==> config.mk <==
export PLATFORM = sky130hd
export DESIGN_NAME = rbf_framer
export DESIGN_NICKNAME = d
export VERILOG_FILES = /design/src/rbf_pkg.sv /design/src/rbf_framer.sv
export SDC_FILE = /design/constraint.sdc
export NUM_CORES = 1
export LEC_CHECK = 0
export BUFFER_PORTS_ARGS = -buffer_cell sky130_fd_sc_hd__buf_2
export CORE_MARGIN = 8
export CORE_UTILIZATION = 55
export CTS_BUF_LIST = sky130_fd_sc_hd__clkbuf_8
export CTS_CLUSTER_DIAMETER = 50
export DETAILED_ROUTE_END_ITERATION = 6
export PLACE_DENSITY_LB_ADDON = 0.05
export SLEW_MARGIN = 15
export SYNTH_ARGS = -nofsm -noshare
export SYNTH_HDL_FRONTEND = slang
export SYNTH_SLANG_ARGS = --single-unit
export TNS_END_PERCENT = 30
==> constraint.sdc <==
create_clock -name ref_clk_i -period 3.4 [get_ports ref_clk_i]
set_clock_uncertainty 0.15 [all_clocks]
set_input_delay 0.17 -clock ref_clk_i [delete_from_list [all_inputs] [get_ports ref_clk_i]]
set_output_delay 0.17 -clock ref_clk_i [all_outputs]
set_load 0.01 [all_outputs]
==> src/rbf_pkg.sv <==
// shared constants and types of the rf burst framer
package rbf_pkg;

  // clock and bit rate, the bit enable is a fractional divider
  localparam int unsigned CLK_HZ   = 50_000_000;
  localparam int unsigned BIT_HZ   = 20_000_000;
  localparam int unsigned RATE_GCD = 10_000_000;
  localparam logic [2:0]  RATE_NUM = 3'(BIT_HZ / RATE_GCD);
  localparam logic [2:0]  RATE_DEN = 3'(CLK_HZ / RATE_GCD);

  // first bit must leave within this time of the scheduled instant
  localparam int unsigned TX_TOL_NS  = 1000;
  localparam int unsigned TX_TOL_CYC = TX_TOL_NS / (1_000_000_000 / CLK_HZ);

  // burst section lengths in bits
  localparam int unsigned PRE_BITS  = 128;
  localparam int unsigned UNIT_BITS = 16;
  localparam int unsigned SYNC_BITS = 64;
  localparam int unsigned TAIL_BITS = 2;
  localparam int unsigned CB_BITS   = 6144;

  // codeblocks per frame limits and value after reset
  localparam logic [4:0] BLK_MIN   = 5'h01;
  localparam logic [4:0] BLK_MAX   = 5'h10;
  localparam logic [4:0] BLK_RESET = 5'h01;

  // preamble halves, first bit in the msb, and the frame sync marker
  localparam logic [7:0]  PRE_I  = 8'hAA;
  localparam logic [7:0]  PRE_Q  = 8'hB4;
  localparam logic [63:0] MARKER = 64'h034776C7272895B0;

  // serial bit toward the modulator
  typedef struct packed {
    logic valid;  // one-cycle strobe per channel bit
    logic data;   // channel bit
    logic sof;    // first preamble bit of a burst
    logic eob;    // last tail bit of a burst
  } rbf_bit_t;

endpackage

==> src/rbf_framer.sv <==
// transmit burst framer: preamble, marker, codeblocks, tail
`timescale 1ns/1ps
module rbf_framer #(
  parameter int unsigned CB_BITS = rbf_pkg::CB_BITS  // bits per codeblock
) (
  input  wire logic           ref_clk_i,     // 50 MHz clock
  input  wire logic           reset_i,       // async reset, high
  input  wire logic           cfg_load_i,    // load codeblock count
  input  wire logic [4:0]     cfg_blocks_i,  // codeblocks per frame
  input  wire logic           tx_start_i,    // scheduled instant pulse
  input  wire logic           cb_valid_i,    // codeblock bit valid
  input  wire logic           cb_bit_i,      // scrambled codeblock bit
  output logic                cb_ready_o,    // codeblock bit taken
  output rbf_pkg::rbf_bit_t   tx_o,          // serial bit to modulator
  output logic                flush_o,       // trellis to zero state
  output logic                busy_o,        // burst in progress
  output logic [4:0]          blocks_o,      // count now in force
  output logic                cfg_err_o,     // last load refused
  output logic                underrun_o     // data missing this burst
);

  localparam int TOL_CYC = rbf_pkg::TX_TOL_CYC;

  typedef enum logic [4:0] {
    RBF_IDLE = 5'h01,
    RBF_PRE  = 5'h02,
    RBF_SYNC = 5'h04,
    RBF_DATA = 5'h08,
    RBF_TAIL = 5'h10
  } rbf_state_t;

  ////////////////////////////////////////////////////////////////////////
  // bit rate enable

  logic [2:0] acc;
  logic [2:0] next_acc;
  logic       bit_en;

  // 2 of every 5 clocks, so bits come out 2 or 3 clocks apart
  always_comb begin
    next_acc = acc + rbf_pkg::RATE_NUM;
    bit_en   = 1'b0;
    if (next_acc >= rbf_pkg::RATE_DEN) begin
      next_acc = next_acc - rbf_pkg::RATE_DEN;
      bit_en   = 1'b1;
    end
  end

  always_ff @(posedge ref_clk_i or posedge reset_i) begin
    if (reset_i) begin
      acc <= 3'h0;
    end else begin
      acc <= next_acc;
    end
  end

  ////////////////////////////////////////////////////////////////////////
  // preamble unit built from the I and Q halves

  logic [15:0] pre_unit;

  genvar k;
  generate
    for (k = 0; k < 8; k++) begin : g_unit
      assign pre_unit[15-2*k] = rbf_pkg::PRE_I[7-k];
      assign pre_unit[14-2*k] = rbf_pkg::PRE_Q[7-k];
    end
  endgenerate

  ////////////////////////////////////////////////////////////////////////
  // configuration

  logic [4:0] blocks;
  logic [4:0] next_blocks;
  logic       cfg_err;
  logic       next_cfg_err;
  rbf_state_t state;

  // loads during a burst are ignored so the frame in flight is intact
  always_comb begin
    next_blocks  = blocks;
    next_cfg_err = cfg_err;
    if (cfg_load_i && state == RBF_IDLE) begin
      if (cfg_blocks_i >= rbf_pkg::BLK_MIN &&
          cfg_blocks_i <= rbf_pkg::BLK_MAX) begin
        next_blocks  = cfg_blocks_i;
        next_cfg_err = 1'b0;
      end else begin
        next_cfg_err = 1'b1;
      end
    end
  end

  always_ff @(posedge ref_clk_i or posedge reset_i) begin
    if (reset_i) begin
      blocks  <= rbf_pkg::BLK_RESET;
      cfg_err <= 1'b0;
    end else begin
      blocks  <= next_blocks;
      cfg_err <= next_cfg_err;
    end
  end

  ////////////////////////////////////////////////////////////////////////
  // burst sequencer

  rbf_state_t        next_state;
  logic [12:0]       cnt;
  logic [12:0]       next_cnt;
  logic [4:0]        blk;
  logic [4:0]        next_blk;
  logic              under;
  logic              next_under;
  rbf_pkg::rbf_bit_t next_tx;
  logic              flush;

  // handshake only while codeblock bits are due
  assign cb_ready_o = (state == RBF_DATA) && bit_en;

  always_comb begin
    next_state = state;
    next_cnt   = cnt;
    next_blk   = blk;
    next_under = under;
    next_tx    = '0;
    flush      = 1'b0;
    case (state)
      RBF_IDLE: begin
        if (tx_start_i) begin
          // zero the trellis before any preamble bit
          flush      = 1'b1;
          next_state = RBF_PRE;
          next_cnt   = 13'h0;
          next_blk   = 5'h00;
          next_under = 1'b0;
        end
      end
      RBF_PRE: begin
        if (bit_en) begin
          next_tx.valid = 1'b1;
          next_tx.sof   = (cnt == 13'h0);
          next_tx.data  = pre_unit[4'hF - cnt[3:0]];
          next_cnt      = cnt + 13'h1;
          if (cnt == 13'(rbf_pkg::PRE_BITS - 1)) begin
            next_state = RBF_SYNC;
            next_cnt   = 13'h0;
          end
        end
      end
      RBF_SYNC: begin
        if (bit_en) begin
          // marker goes out raw, scrambling is upstream
          next_tx.valid = 1'b1;
          next_tx.data  = rbf_pkg::MARKER[6'h3F - cnt[5:0]];
          next_cnt      = cnt + 13'h1;
          if (cnt == 13'(rbf_pkg::SYNC_BITS - 1)) begin
            next_state = RBF_DATA;
            next_cnt   = 13'h0;
          end
        end
      end
      RBF_DATA: begin
        if (bit_en) begin
          // rate is fixed, so a missing bit is sent as zero and flagged
          next_tx.valid = 1'b1;
          next_tx.data  = cb_valid_i & cb_bit_i;
          next_under    = under | ~cb_valid_i;
          next_cnt      = cnt + 13'h1;
          if (cnt == 13'(CB_BITS - 1)) begin
            next_cnt = 13'h0;
            next_blk = blk + 5'h01;
            if (blk == blocks - 5'h01) begin
              next_state = RBF_TAIL;
            end
          end
        end
      end
      RBF_TAIL: begin
        if (bit_en) begin
          next_tx.valid = 1'b1;
          next_tx.data  = 1'b0;
          next_cnt      = cnt + 13'h1;
          if (cnt == 13'(rbf_pkg::TAIL_BITS - 1)) begin
            next_tx.eob = 1'b1;
            next_state  = RBF_IDLE;
            next_cnt    = 13'h0;
          end
        end
      end
      default: begin
        next_state = RBF_IDLE;
        next_cnt   = 13'h0;
      end
    endcase
  end

  always_ff @(posedge ref_clk_i or posedge reset_i) begin
    if (reset_i) begin
      state   <= RBF_IDLE;
      cnt     <= 13'h0;
      blk     <= 5'h00;
      under   <= 1'b0;
      tx_o    <= '0;
      flush_o <= 1'b0;
    end else begin
      state   <= next_state;
      cnt     <= next_cnt;
      blk     <= next_blk;
      under   <= next_under;
      tx_o    <= next_tx;
      flush_o <= flush;
    end
  end

  // status straight from registers
  assign busy_o     = (state != RBF_IDLE);
  assign blocks_o   = blocks;
  assign cfg_err_o  = cfg_err;
  assign underrun_o = under;

  ////////////////////////////////////////////////////////////////////////
  // checks

  property p_order;
    @(posedge ref_clk_i) disable iff (reset_i)
      state != $past(state) |->
        (state == RBF_SYNC && $past(state) == RBF_PRE) ||
        (state == RBF_DATA && $past(state) == RBF_SYNC) ||
        (state == RBF_TAIL && $past(state) == RBF_DATA) ||
        (state == RBF_IDLE && $past(state) == RBF_TAIL) ||
        (state == RBF_PRE && $past(state) == RBF_IDLE);
  endproperty
  a_order: assert property (p_order)
    else $error("burst sections out of order");

  property p_tail_zero;
    @(posedge ref_clk_i) disable iff (reset_i)
      state == RBF_TAIL && bit_en |=> tx_o.valid && !tx_o.data;
  endproperty
  a_tail_zero: assert property (p_tail_zero)
    else $error("tail bit not zero");

  property p_blocks_range;
    @(posedge ref_clk_i) disable iff (reset_i)
      blocks >= rbf_pkg::BLK_MIN && blocks <= rbf_pkg::BLK_MAX;
  endproperty
  a_blocks_range: assert property (p_blocks_range)
    else $error("codeblock count out of range");

  property p_blocks_hold;
    @(posedge ref_clk_i) disable iff (reset_i)
      !(cfg_load_i && state == RBF_IDLE) |=> $stable(blocks);
  endproperty
  a_blocks_hold: assert property (p_blocks_hold)
    else $error("codeblock count changed without load");

  property p_flush;
    @(posedge ref_clk_i) disable iff (reset_i)
      state == RBF_IDLE && tx_start_i |=>
        flush_o && state == RBF_PRE && !tx_o.valid;
  endproperty
  a_flush: assert property (p_flush)
    else $error("preamble without trellis flush");

  property p_pre_bit;
    @(posedge ref_clk_i) disable iff (reset_i)
      state == RBF_PRE && bit_en |=>
        tx_o.data == pre_unit[4'hF - $past(cnt[3:0])];
  endproperty
  a_pre_bit: assert property (p_pre_bit)
    else $error("wrong preamble bit");

  property p_pre_len;
    @(posedge ref_clk_i) disable iff (reset_i)
      state == RBF_SYNC && $past(state) == RBF_PRE |->
        $past(cnt) == 13'(rbf_pkg::PRE_BITS - 1);
  endproperty
  a_pre_len: assert property (p_pre_len)
    else $error("preamble length wrong");

  property p_marker;
    @(posedge ref_clk_i) disable iff (reset_i)
      state == RBF_SYNC && bit_en |=>
        tx_o.data == rbf_pkg::MARKER[6'h3F - $past(cnt[5:0])];
  endproperty
  a_marker: assert property (p_marker)
    else $error("wrong marker bit");

  property p_start_time;
    @(posedge ref_clk_i) disable iff (reset_i)
      state == RBF_IDLE && tx_start_i |->
        ##[1:TOL_CYC] tx_o.valid && tx_o.sof;
  endproperty
  a_start_time: assert property (p_start_time)
    else $error("first bit late");

  property p_rate;
    @(posedge ref_clk_i) disable iff (reset_i)
      tx_o.valid |=> !tx_o.valid;
  endproperty
  a_rate: assert property (p_rate)
    else $error("bits closer than the bit rate");

  property p_ready;
    @(posedge ref_clk_i) disable iff (reset_i)
      cb_ready_o |-> state == RBF_DATA ##1 tx_o.valid;
  endproperty
  a_ready: assert property (p_ready)
    else $error("codeblock taken outside data");

endmodule

## After elaboration in Yosys (flattened, before gate mapping)

Memory sizes are Yosys's and may differ from the RTL's.
Index checks and enable logic that the tools add are counted.
Widths: inputs -> output; s select.

- Input bits: 11
- Register bits: 38
- Logic and storage cells: 104
- Bits in read-only memories: 80
- Output and inout port bits: 14
- Memories kept: 2

Memory list:

| name | words | width | rd ports | clocked after Yosys merged registers in | write ports | RTL line | RTL |
|---|---|---|---|---|---|---|---|
| (no name shown) | 64 | 1 | 1 | 0 | 0 | rbf_framer.sv:154 | `next_tx.data = rbf_pkg::MARKER[6'h3F - cnt[5:0]];` |
| (no name shown) | 16 | 1 | 1 | 0 | 0 | rbf_framer.sv:142 | `next_tx.data = pre_unit[4'hF - cnt[3:0]];` |

- $add $sub $neg: 7
- Equality and inequality tests: 21
- Reductions and logical operators: 10
- Magnitude comparators: 5
- Bitwise logic cells: 3
- Mux-type cells: 44

Operators by type and width:

| cell | number |
|---|---|
| $mux 13 | 9 |
| $mux 5 | 13 |
| $pmux 13 s5 | 1 |
| $pmux 5 s5 | 1 |
| $ne 2x2->1 const B | 8 |
| $add 13x1->13 const B | 1 |
| $eq 13x1->1 const B | 1 |
| $eq 13x13->1 const B | 1 |
| $eq 13x6->1 const B | 1 |
| $eq 13x7->1 const B | 1 |
| $logic_not 13->1 | 1 |
| $mux 1 | 12 |
| $pmux 5 s2 | 1 |
| $reduce_and 10->1 | 1 |
| $pmux 2 s4 | 1 |
| $lt 6x7->1 const B | 1 |
| $mux 2 | 3 |
| $mux 3 | 2 |
| $sub 6x6->6 const A | 1 |
| $add 5x1->5 const B | 1 |
| $eq 5x1->1 const B | 1 |
| $eq 5x2->1 const B | 1 |
| $eq 5x3->1 const B | 1 |
| $eq 5x4->1 const B | 1 |
| 22 further kinds | 25 |

## Longest topological paths before layout

Gate-level depths: netlist of run 1.

- Depth after elaboration: 6
- Gate-level depth with buffers: 8
- Gate-level depth less buffers: 7

## Worst setup path after synthesis of run 1

Ideal clock, no wire load.

- Kind: flip-flop to flip-flop
- Start: register cnt[7]
- End: register state[2]
- Arrival time: 2.080 ns
- Path buffers: 1
- Slack: 1.046 ns
- Stages on the path, launching flop included: 7
- Required time: 3.125 ns
- Setup time: 0.125 ns
- Period minus slack after synthesis: 2.354 ns
- Cell sequence: dfrtp_1 > buf_6 > or4_4 > nor4_1 > o22ai_1 > nor3_2 > mux2_2

- Cells in the longest elaborated chain, start to end: 3
- Elaborated cells on any way between the ends: 9
- Those cells by class: eq/ne (8); reduce/logical (1)

Ends and longest elaborated chain:

| what | RTL line | RTL |
|---|---|---|
| start, declared | rbf_framer.sv:108 | `logic [12:0] cnt;` |
| start signal, assigned | rbf_framer.sv:207 | `cnt <= next_cnt;` |
| $eq 13x1->1 (tied with other cells) | rbf_framer.sv:183 | `if (cnt == 13'(rbf_pkg::TAIL_BITS - 1)) begin` |
| $ne 2x2->1 (no source line) / $ne 2x1->1 (equally long branches) | - |  |
| $reduce_and 10->1 (no source line) (*) | - |  |
| end signal, assigned | rbf_framer.sv:206 | `state <= next_state;` |
| end, declared | rbf_framer.sv:77 | `rbf_state_t state;` |

Mark *: on every way between the ends. The rest lies on a longest branch, timed or not.
A chain may end at the register's enable or synchronous reset.

## Worst setup path in the final report of run 1

Same ends and word-level chain as after synthesis.

==> reports/results.ini, run 1 <==
[outcome]
status=finished clean

[synth]
syn_nets=305
synthFlopType=dfrtp_1
ys_types=62
seq_area_frac_synth=0.361
postSynthCellCount=283
synth_seq_cells=38
synth_edf_count=0
ys_warn_count=0
synth_area_sq_um=2640
avgSynthCellArea_sq_um=9.34
synth_async_sr_flop_share=1.00

[worst_setup_path]
crit_type=reg -> reg
worstPathArrival_ns=2.85
slowest_delay_ns=0.61
worst_ep_required_time_ns=3.43
crit_chain=or4_4 > nor4_1 > o22ai_1 > nor3_2 > mux2_2
r2r-start=cnt[7]
critPathSlowestCell=or4_4
crit_fanout=13
start_kind=flop
crit_start=cnt[7]
endpoint_kind=flop

[timing]
setup_viol=0
hold_viol=0
slew_headroom=0.274
slew_violations=0
fmax_mhz=355
tightest_slew_ns=1.09
rsz0062_at_grt=false
finalCritPeriodShare=0.829
timing.final.ws_setup_ns=0.582
setup_tns_ns=0
finalCriticalPeriod_ns=2.82

[clock_tree]
clk_pin_slew_ns=0.08
h-tree-depth=2
cts_made_buffers=5
cts_tree=yes
cts_buffer_depth=2
root_buffer=clkbuf_8
cts.sinks=38
cts_resized=0
clk_latency_ns=0.29

[layout]
layout_commonest_cell=dfrtp_1
nNetsFinal=332
drive_above_1_share=0.190
fillCellCount=420
areaGrowthSynthToFinish_pct=8.90
diodes=0
final_cell_mix=dfrtp_1, inv_1, buf_2

[place]
gp_congestion=0.862
place_ws_ns=0.609
hpwl_microns=4330
io_buffers=24

[detailed_routing]
via_count=2192
drt-pass1-iter-count=4
route.detailed.drc=0
routedWlPerCell_microns=16.3
viasPerCell=6.01
final_antenna_net_count=0
drtIter0Drc=123
wirelength_microns=5950

[pwr]
netSwitchingFraction=0.222
share_clk_of_total_power=0.404
sequentialPowerShare=0.563
p_int_mw=0.624
p_per_area_nw_per_um2=279
p_leak_nw=1.26
p_switching_mw=0.178
vdd_drop_max_uv=193
comb_power_share=0.034

[global_routing]
grt_use_total=0.172
grt_antenna_before_repair=0
grt_max_degree=30
grt_pass1_vias=2102
grt_pass1_wl_microns=10200
globalRouteOverflowTotal=0

[floorplanning]
die_h_microns=85.3
dieArea_sq_um=7280
die_w_microns=85.3
io-pin-count=25
core_sq_um=4690
initial_core_util=0.563
fp-row-count=25

[min_path]
worstHoldPathType=in -> reg
hold_path.startpoint=cb_bit_i

[flow_run]
cap_viol_max_count=0

## final timing paths
kind | endpoint | slack, ns | cells past startpoint
min in group asynchronous | cnt[8] | 0.24 | 3
max in group asynchronous | state[0] | 2.11 | 4
min | tx_o[2] | 0.04 | 3
max | state[2] | 0.58 | 5
max reg2reg | state[2] | 0.58 | 5
min reg2reg | underrun_o | 0.36 | 1
## power groups by stage
stage,Clock (mW),Combinational [mW],Sequential (mW)
2_1_floorplan,0,0.00946,0.461
3_3_place_gp,0,0.0207,0.461
3_5_place_dp,0,0.0209,0.461
4_1_cts,0.338,0.0270,0.452
5_1_grt,0.355,0.0310,0.452
6_report,0.324,0.0269,0.452
## cell type report
type,count,area [sq um],area share
tap,54,67.6,0.0235
clock inverter,2,8.76,0.00304
multi-input combinational,206,1460,0.507
sequential,38,953,0.331
clock buffer,6,82.6,0.0287
inverter,25,93.8,0.0326
timing repair buffer,34,213,0.0739
## sequential cells by signal, summed over array words and instances (netlist names)
name and count:
acc 3, blk 5, blocks_o 5, cfg_err_o 1
cnt 13, flush_o 1, state 5, tx_o 4
underrun_o 1
## through the flow
stage	total power, mW	hold WS (ns)	cells	cell area (sq um)	util
CTS	0.816	0.0251	365	2880	0.614
finish	0.803	0.0387	365	2880	0.614
floorplan	0.470	0.117	283	2640	-
global placement	0.481	0.0129	350	2720	0.579
global route	0.838	0.0726	365	2880	0.614
detailed placement	0.481	0.0165	350	2720	0.579
## synth_stat cells, drive strengths merged (5+ instances only)
master   n  area [sq um]
ha      11           138
o21ai   18          90.1
or4      8          63.8
and2     7          45.1
nor2    14          52.6
mux2     6          67.6
clkbuf   6          32.5
xnor2    6          52.6
inv     25          93.8
nor3     8          45.0
nand4    5          31.3
a21oi   13          65.1
nand2   17          63.8
dfrtp   36           901
buf      7          71.3
nor4     6          58.8
a31oi    6          37.5
o22ai    9          62.6
nand3   11          55.1
mux2i    5          50.1
## critical path, delay by kind of cell (launching register included)
family | cells | cell delay (ns)
and+or+nand+nor | 3 | 1.33
muxes | 1 | 0.37
DFF | 1 | 0.47
AOI/OAI and AO/OA | 1 | 0.38
## cells by family after synthesis
| family | count (synthesis) | share of synthesized area |
|---|---|---|
| and+or+nand+nor | 100 | 0.225 |
| AOI/OAI and AO/OA | 73 | 0.184 |
| buffers and inverters | 39 | 0.0871 |
| DFF | 38 | 0.361 |
| muxes | 13 | 0.0615 |
| adders and majority gates | 11 | 0.0521 |
| xor gates and xnor gates | 9 | 0.0298 |
## per-layer routing
layer,share of wire,global-route usage,vias to the layer above
li1,-,-,1098
met2,0.49,0.281,40
met5,0,0,-
met4,0.011,0.0430,0
met1,0.45,0.222,1046
met3,0.040,0.0415,8
## what timing repair did
item                                   in CTS  in global routing
endpoints found under the hold margin      15                  0
setup buffers                               0                  0
hold buffers                                7                  0
No activity file was read; power rests on OpenSTA's default activity.
==> inputs of run 2 (changes only) <==
==> constraint.sdc (replaced) <==
create_clock -name ref_clk_i -period 2.89 [get_ports ref_clk_i]
set_clock_uncertainty 0.15 [all_clocks]
set_input_delay 0.1445 -clock ref_clk_i [delete_from_list [all_inputs] [get_ports ref_clk_i]]
set_output_delay 0.1445 -clock ref_clk_i [all_outputs]
set_load 0.01 [all_outputs]
==> reports/results.ini, run 2 (synthesis results as in run 1) <==
[place]
hpwl_microns=4370
gp_congestion=0.831
io_buffers=24
place_ws_ns=-0.0999
dp_cells=357

[detailed_routing]
routedWlPerCell_microns=16.6
via_count=2220
drtIter0Drc=144
viasPerCell=5.97
drt-pass1-iter-count=4
final_antenna_net_count=0
route.detailed.drc=0
wirelength_microns=6160

[timing]
fmax_mhz=377
slew_violations=0
finalCritPeriodShare=0.918
hold_viol=0
setup_viol=0
timing.final.ws_setup_ns=0.238
finalCriticalPeriod_ns=2.65
slew_headroom=0.494
rsz0062_at_grt=false
tightest_slew_ns=0.753

[worst_setup_path]
worstPathArrival_ns=2.68
worst_ep_required_time_ns=2.92
start_kind=flop
crit_type=reg -> reg
crit_fanout=9
endpoint_kind=flop

[clock_tree]
cts.sinks=38
cts_made_buffers=5
clk_pin_slew_ns=0.08
postCtsSetupBuffers=0
h-tree-depth=2
root_buffer=clkbuf_8
cts_tree=yes
cts_buffer_depth=2
clk_latency_ns=0.30

[floorplanning]
die_w_microns=85.3
core_sq_um=4690
initial_core_util=0.563
die_h_microns=85.3
dieArea_sq_um=7280
fp-row-count=25
io-pin-count=25

[layout]
fillCellCount=398
largest_register=cnt
drive_above_1_share=0.214
final_cell_mix=dfrtp_1, inv_1, buf_2
largest_register_ffs=13
nNetsFinal=339
layout_commonest_cell=dfrtp_1
diodes=0
final_cells=372
areaGrowthSynthToFinish_pct=12.9

[global_routing]
grt_antenna_before_repair=0
grt_max_degree=39
globalRouteOverflowTotal=0
grt_use_total=0.178
grt_pass1_vias=2145
grt_pass1_wl_microns=10500

[outcome]
status=finished clean

[pwr]
vdd_drop_max_uv=271
p_per_area_nw_per_um2=373
p_int_mw=0.891
comb_power_share=0.029
share_clk_of_total_power=0.494
sequentialPowerShare=0.477
p_switching_mw=0.222
power_mw=1.11
p_leak_nw=1.31
netSwitchingFraction=0.199

[min_path]
worstHoldPathType=in -> reg

[flow_run]
cap_viol_max_count=0

-- run 2: timing repair --
item	CTS	global route
hold buffers	7	0
gates resized for setup	1	0
endpoints found under the hold margin	42	0
setup endpoints to repair	5	0
-- run 2: power by group through the flow --
stage               combinational (mW)  sequential (mW)  clock [mW]
floorplan                       0.0111            0.542           0
global placement                0.0243            0.542           0
detailed placement              0.0243            0.542           0
CTS                             0.0318            0.531       0.556
global route                    0.0355            0.531       0.583
finish                          0.0319            0.531       0.550
-- run 2: path summary, 6_finish.rpt --
| kind | end | slack [ns] | cells past startpoint | startpoint |
|---|---|---|---|---|
| setup / recovery | state[2] | 0.24 | 5 | cnt[7] |
| hold / removal | tx_o[2] | 0.007 | 3 | cb_bit_i |
| setup reg to reg | state[2] | 0.24 | 5 | cnt[7] |
| hold reg to reg | underrun_o | 0.37 | 1 | underrun_o |
| max in group asynchronous | state[0] | 1.88 | 4 | reset_i |
| min in group asynchronous | cnt[10] | 0.35 | 4 | reset_i |
-- run 2: critical path: stages (launching register included) --
cell and delay [ns]:
dfrtp_1 0.47, or4_4 0.61, nor4_1 0.31, o22ai_1 0.25
nor3_2 0.37, mux2_2 0.37
-- run 2: area by class of cell --
cell class | count | area [sq um] | share of cell area
Tap cell | 54 | 67.6 | 0.0226
Timing Repair Buffer | 41 | 265 | 0.0889
Clock buffer | 5 | 68.8 | 0.0231
Inverter | 25 | 93.8 | 0.0314
Sequential cell | 38 | 953 | 0.319
Multi-Input combinational cell | 206 | 1470 | 0.491
Clock inverter | 3 | 68.8 | 0.0231
-- run 2: per-layer routing --
layer	share of wire	up-vias	routed length (microns)	GRT usage
met5	0	-	0	0
met4	0.014	0	87	0.0653
met3	0.035	8	217	0.0367
met2	0.50	39	3050	0.305
met1	0.45	1061	2800	0.214
li1	-	1112	-	-
-- run 2: stage by stage --
step	hold slack (ns)	TNS, ns	cell area (sq um)	util
after floorplan	0.0915	0	2640	-
after global placement	0.134	0	2770	0.590
after detailed placement	0.134	-0.292	2770	0.590
after CTS	0.00951	0	2980	0.636
after global routing	0.0125	0	2980	0.636
final	0.00659	0	2980	0.636
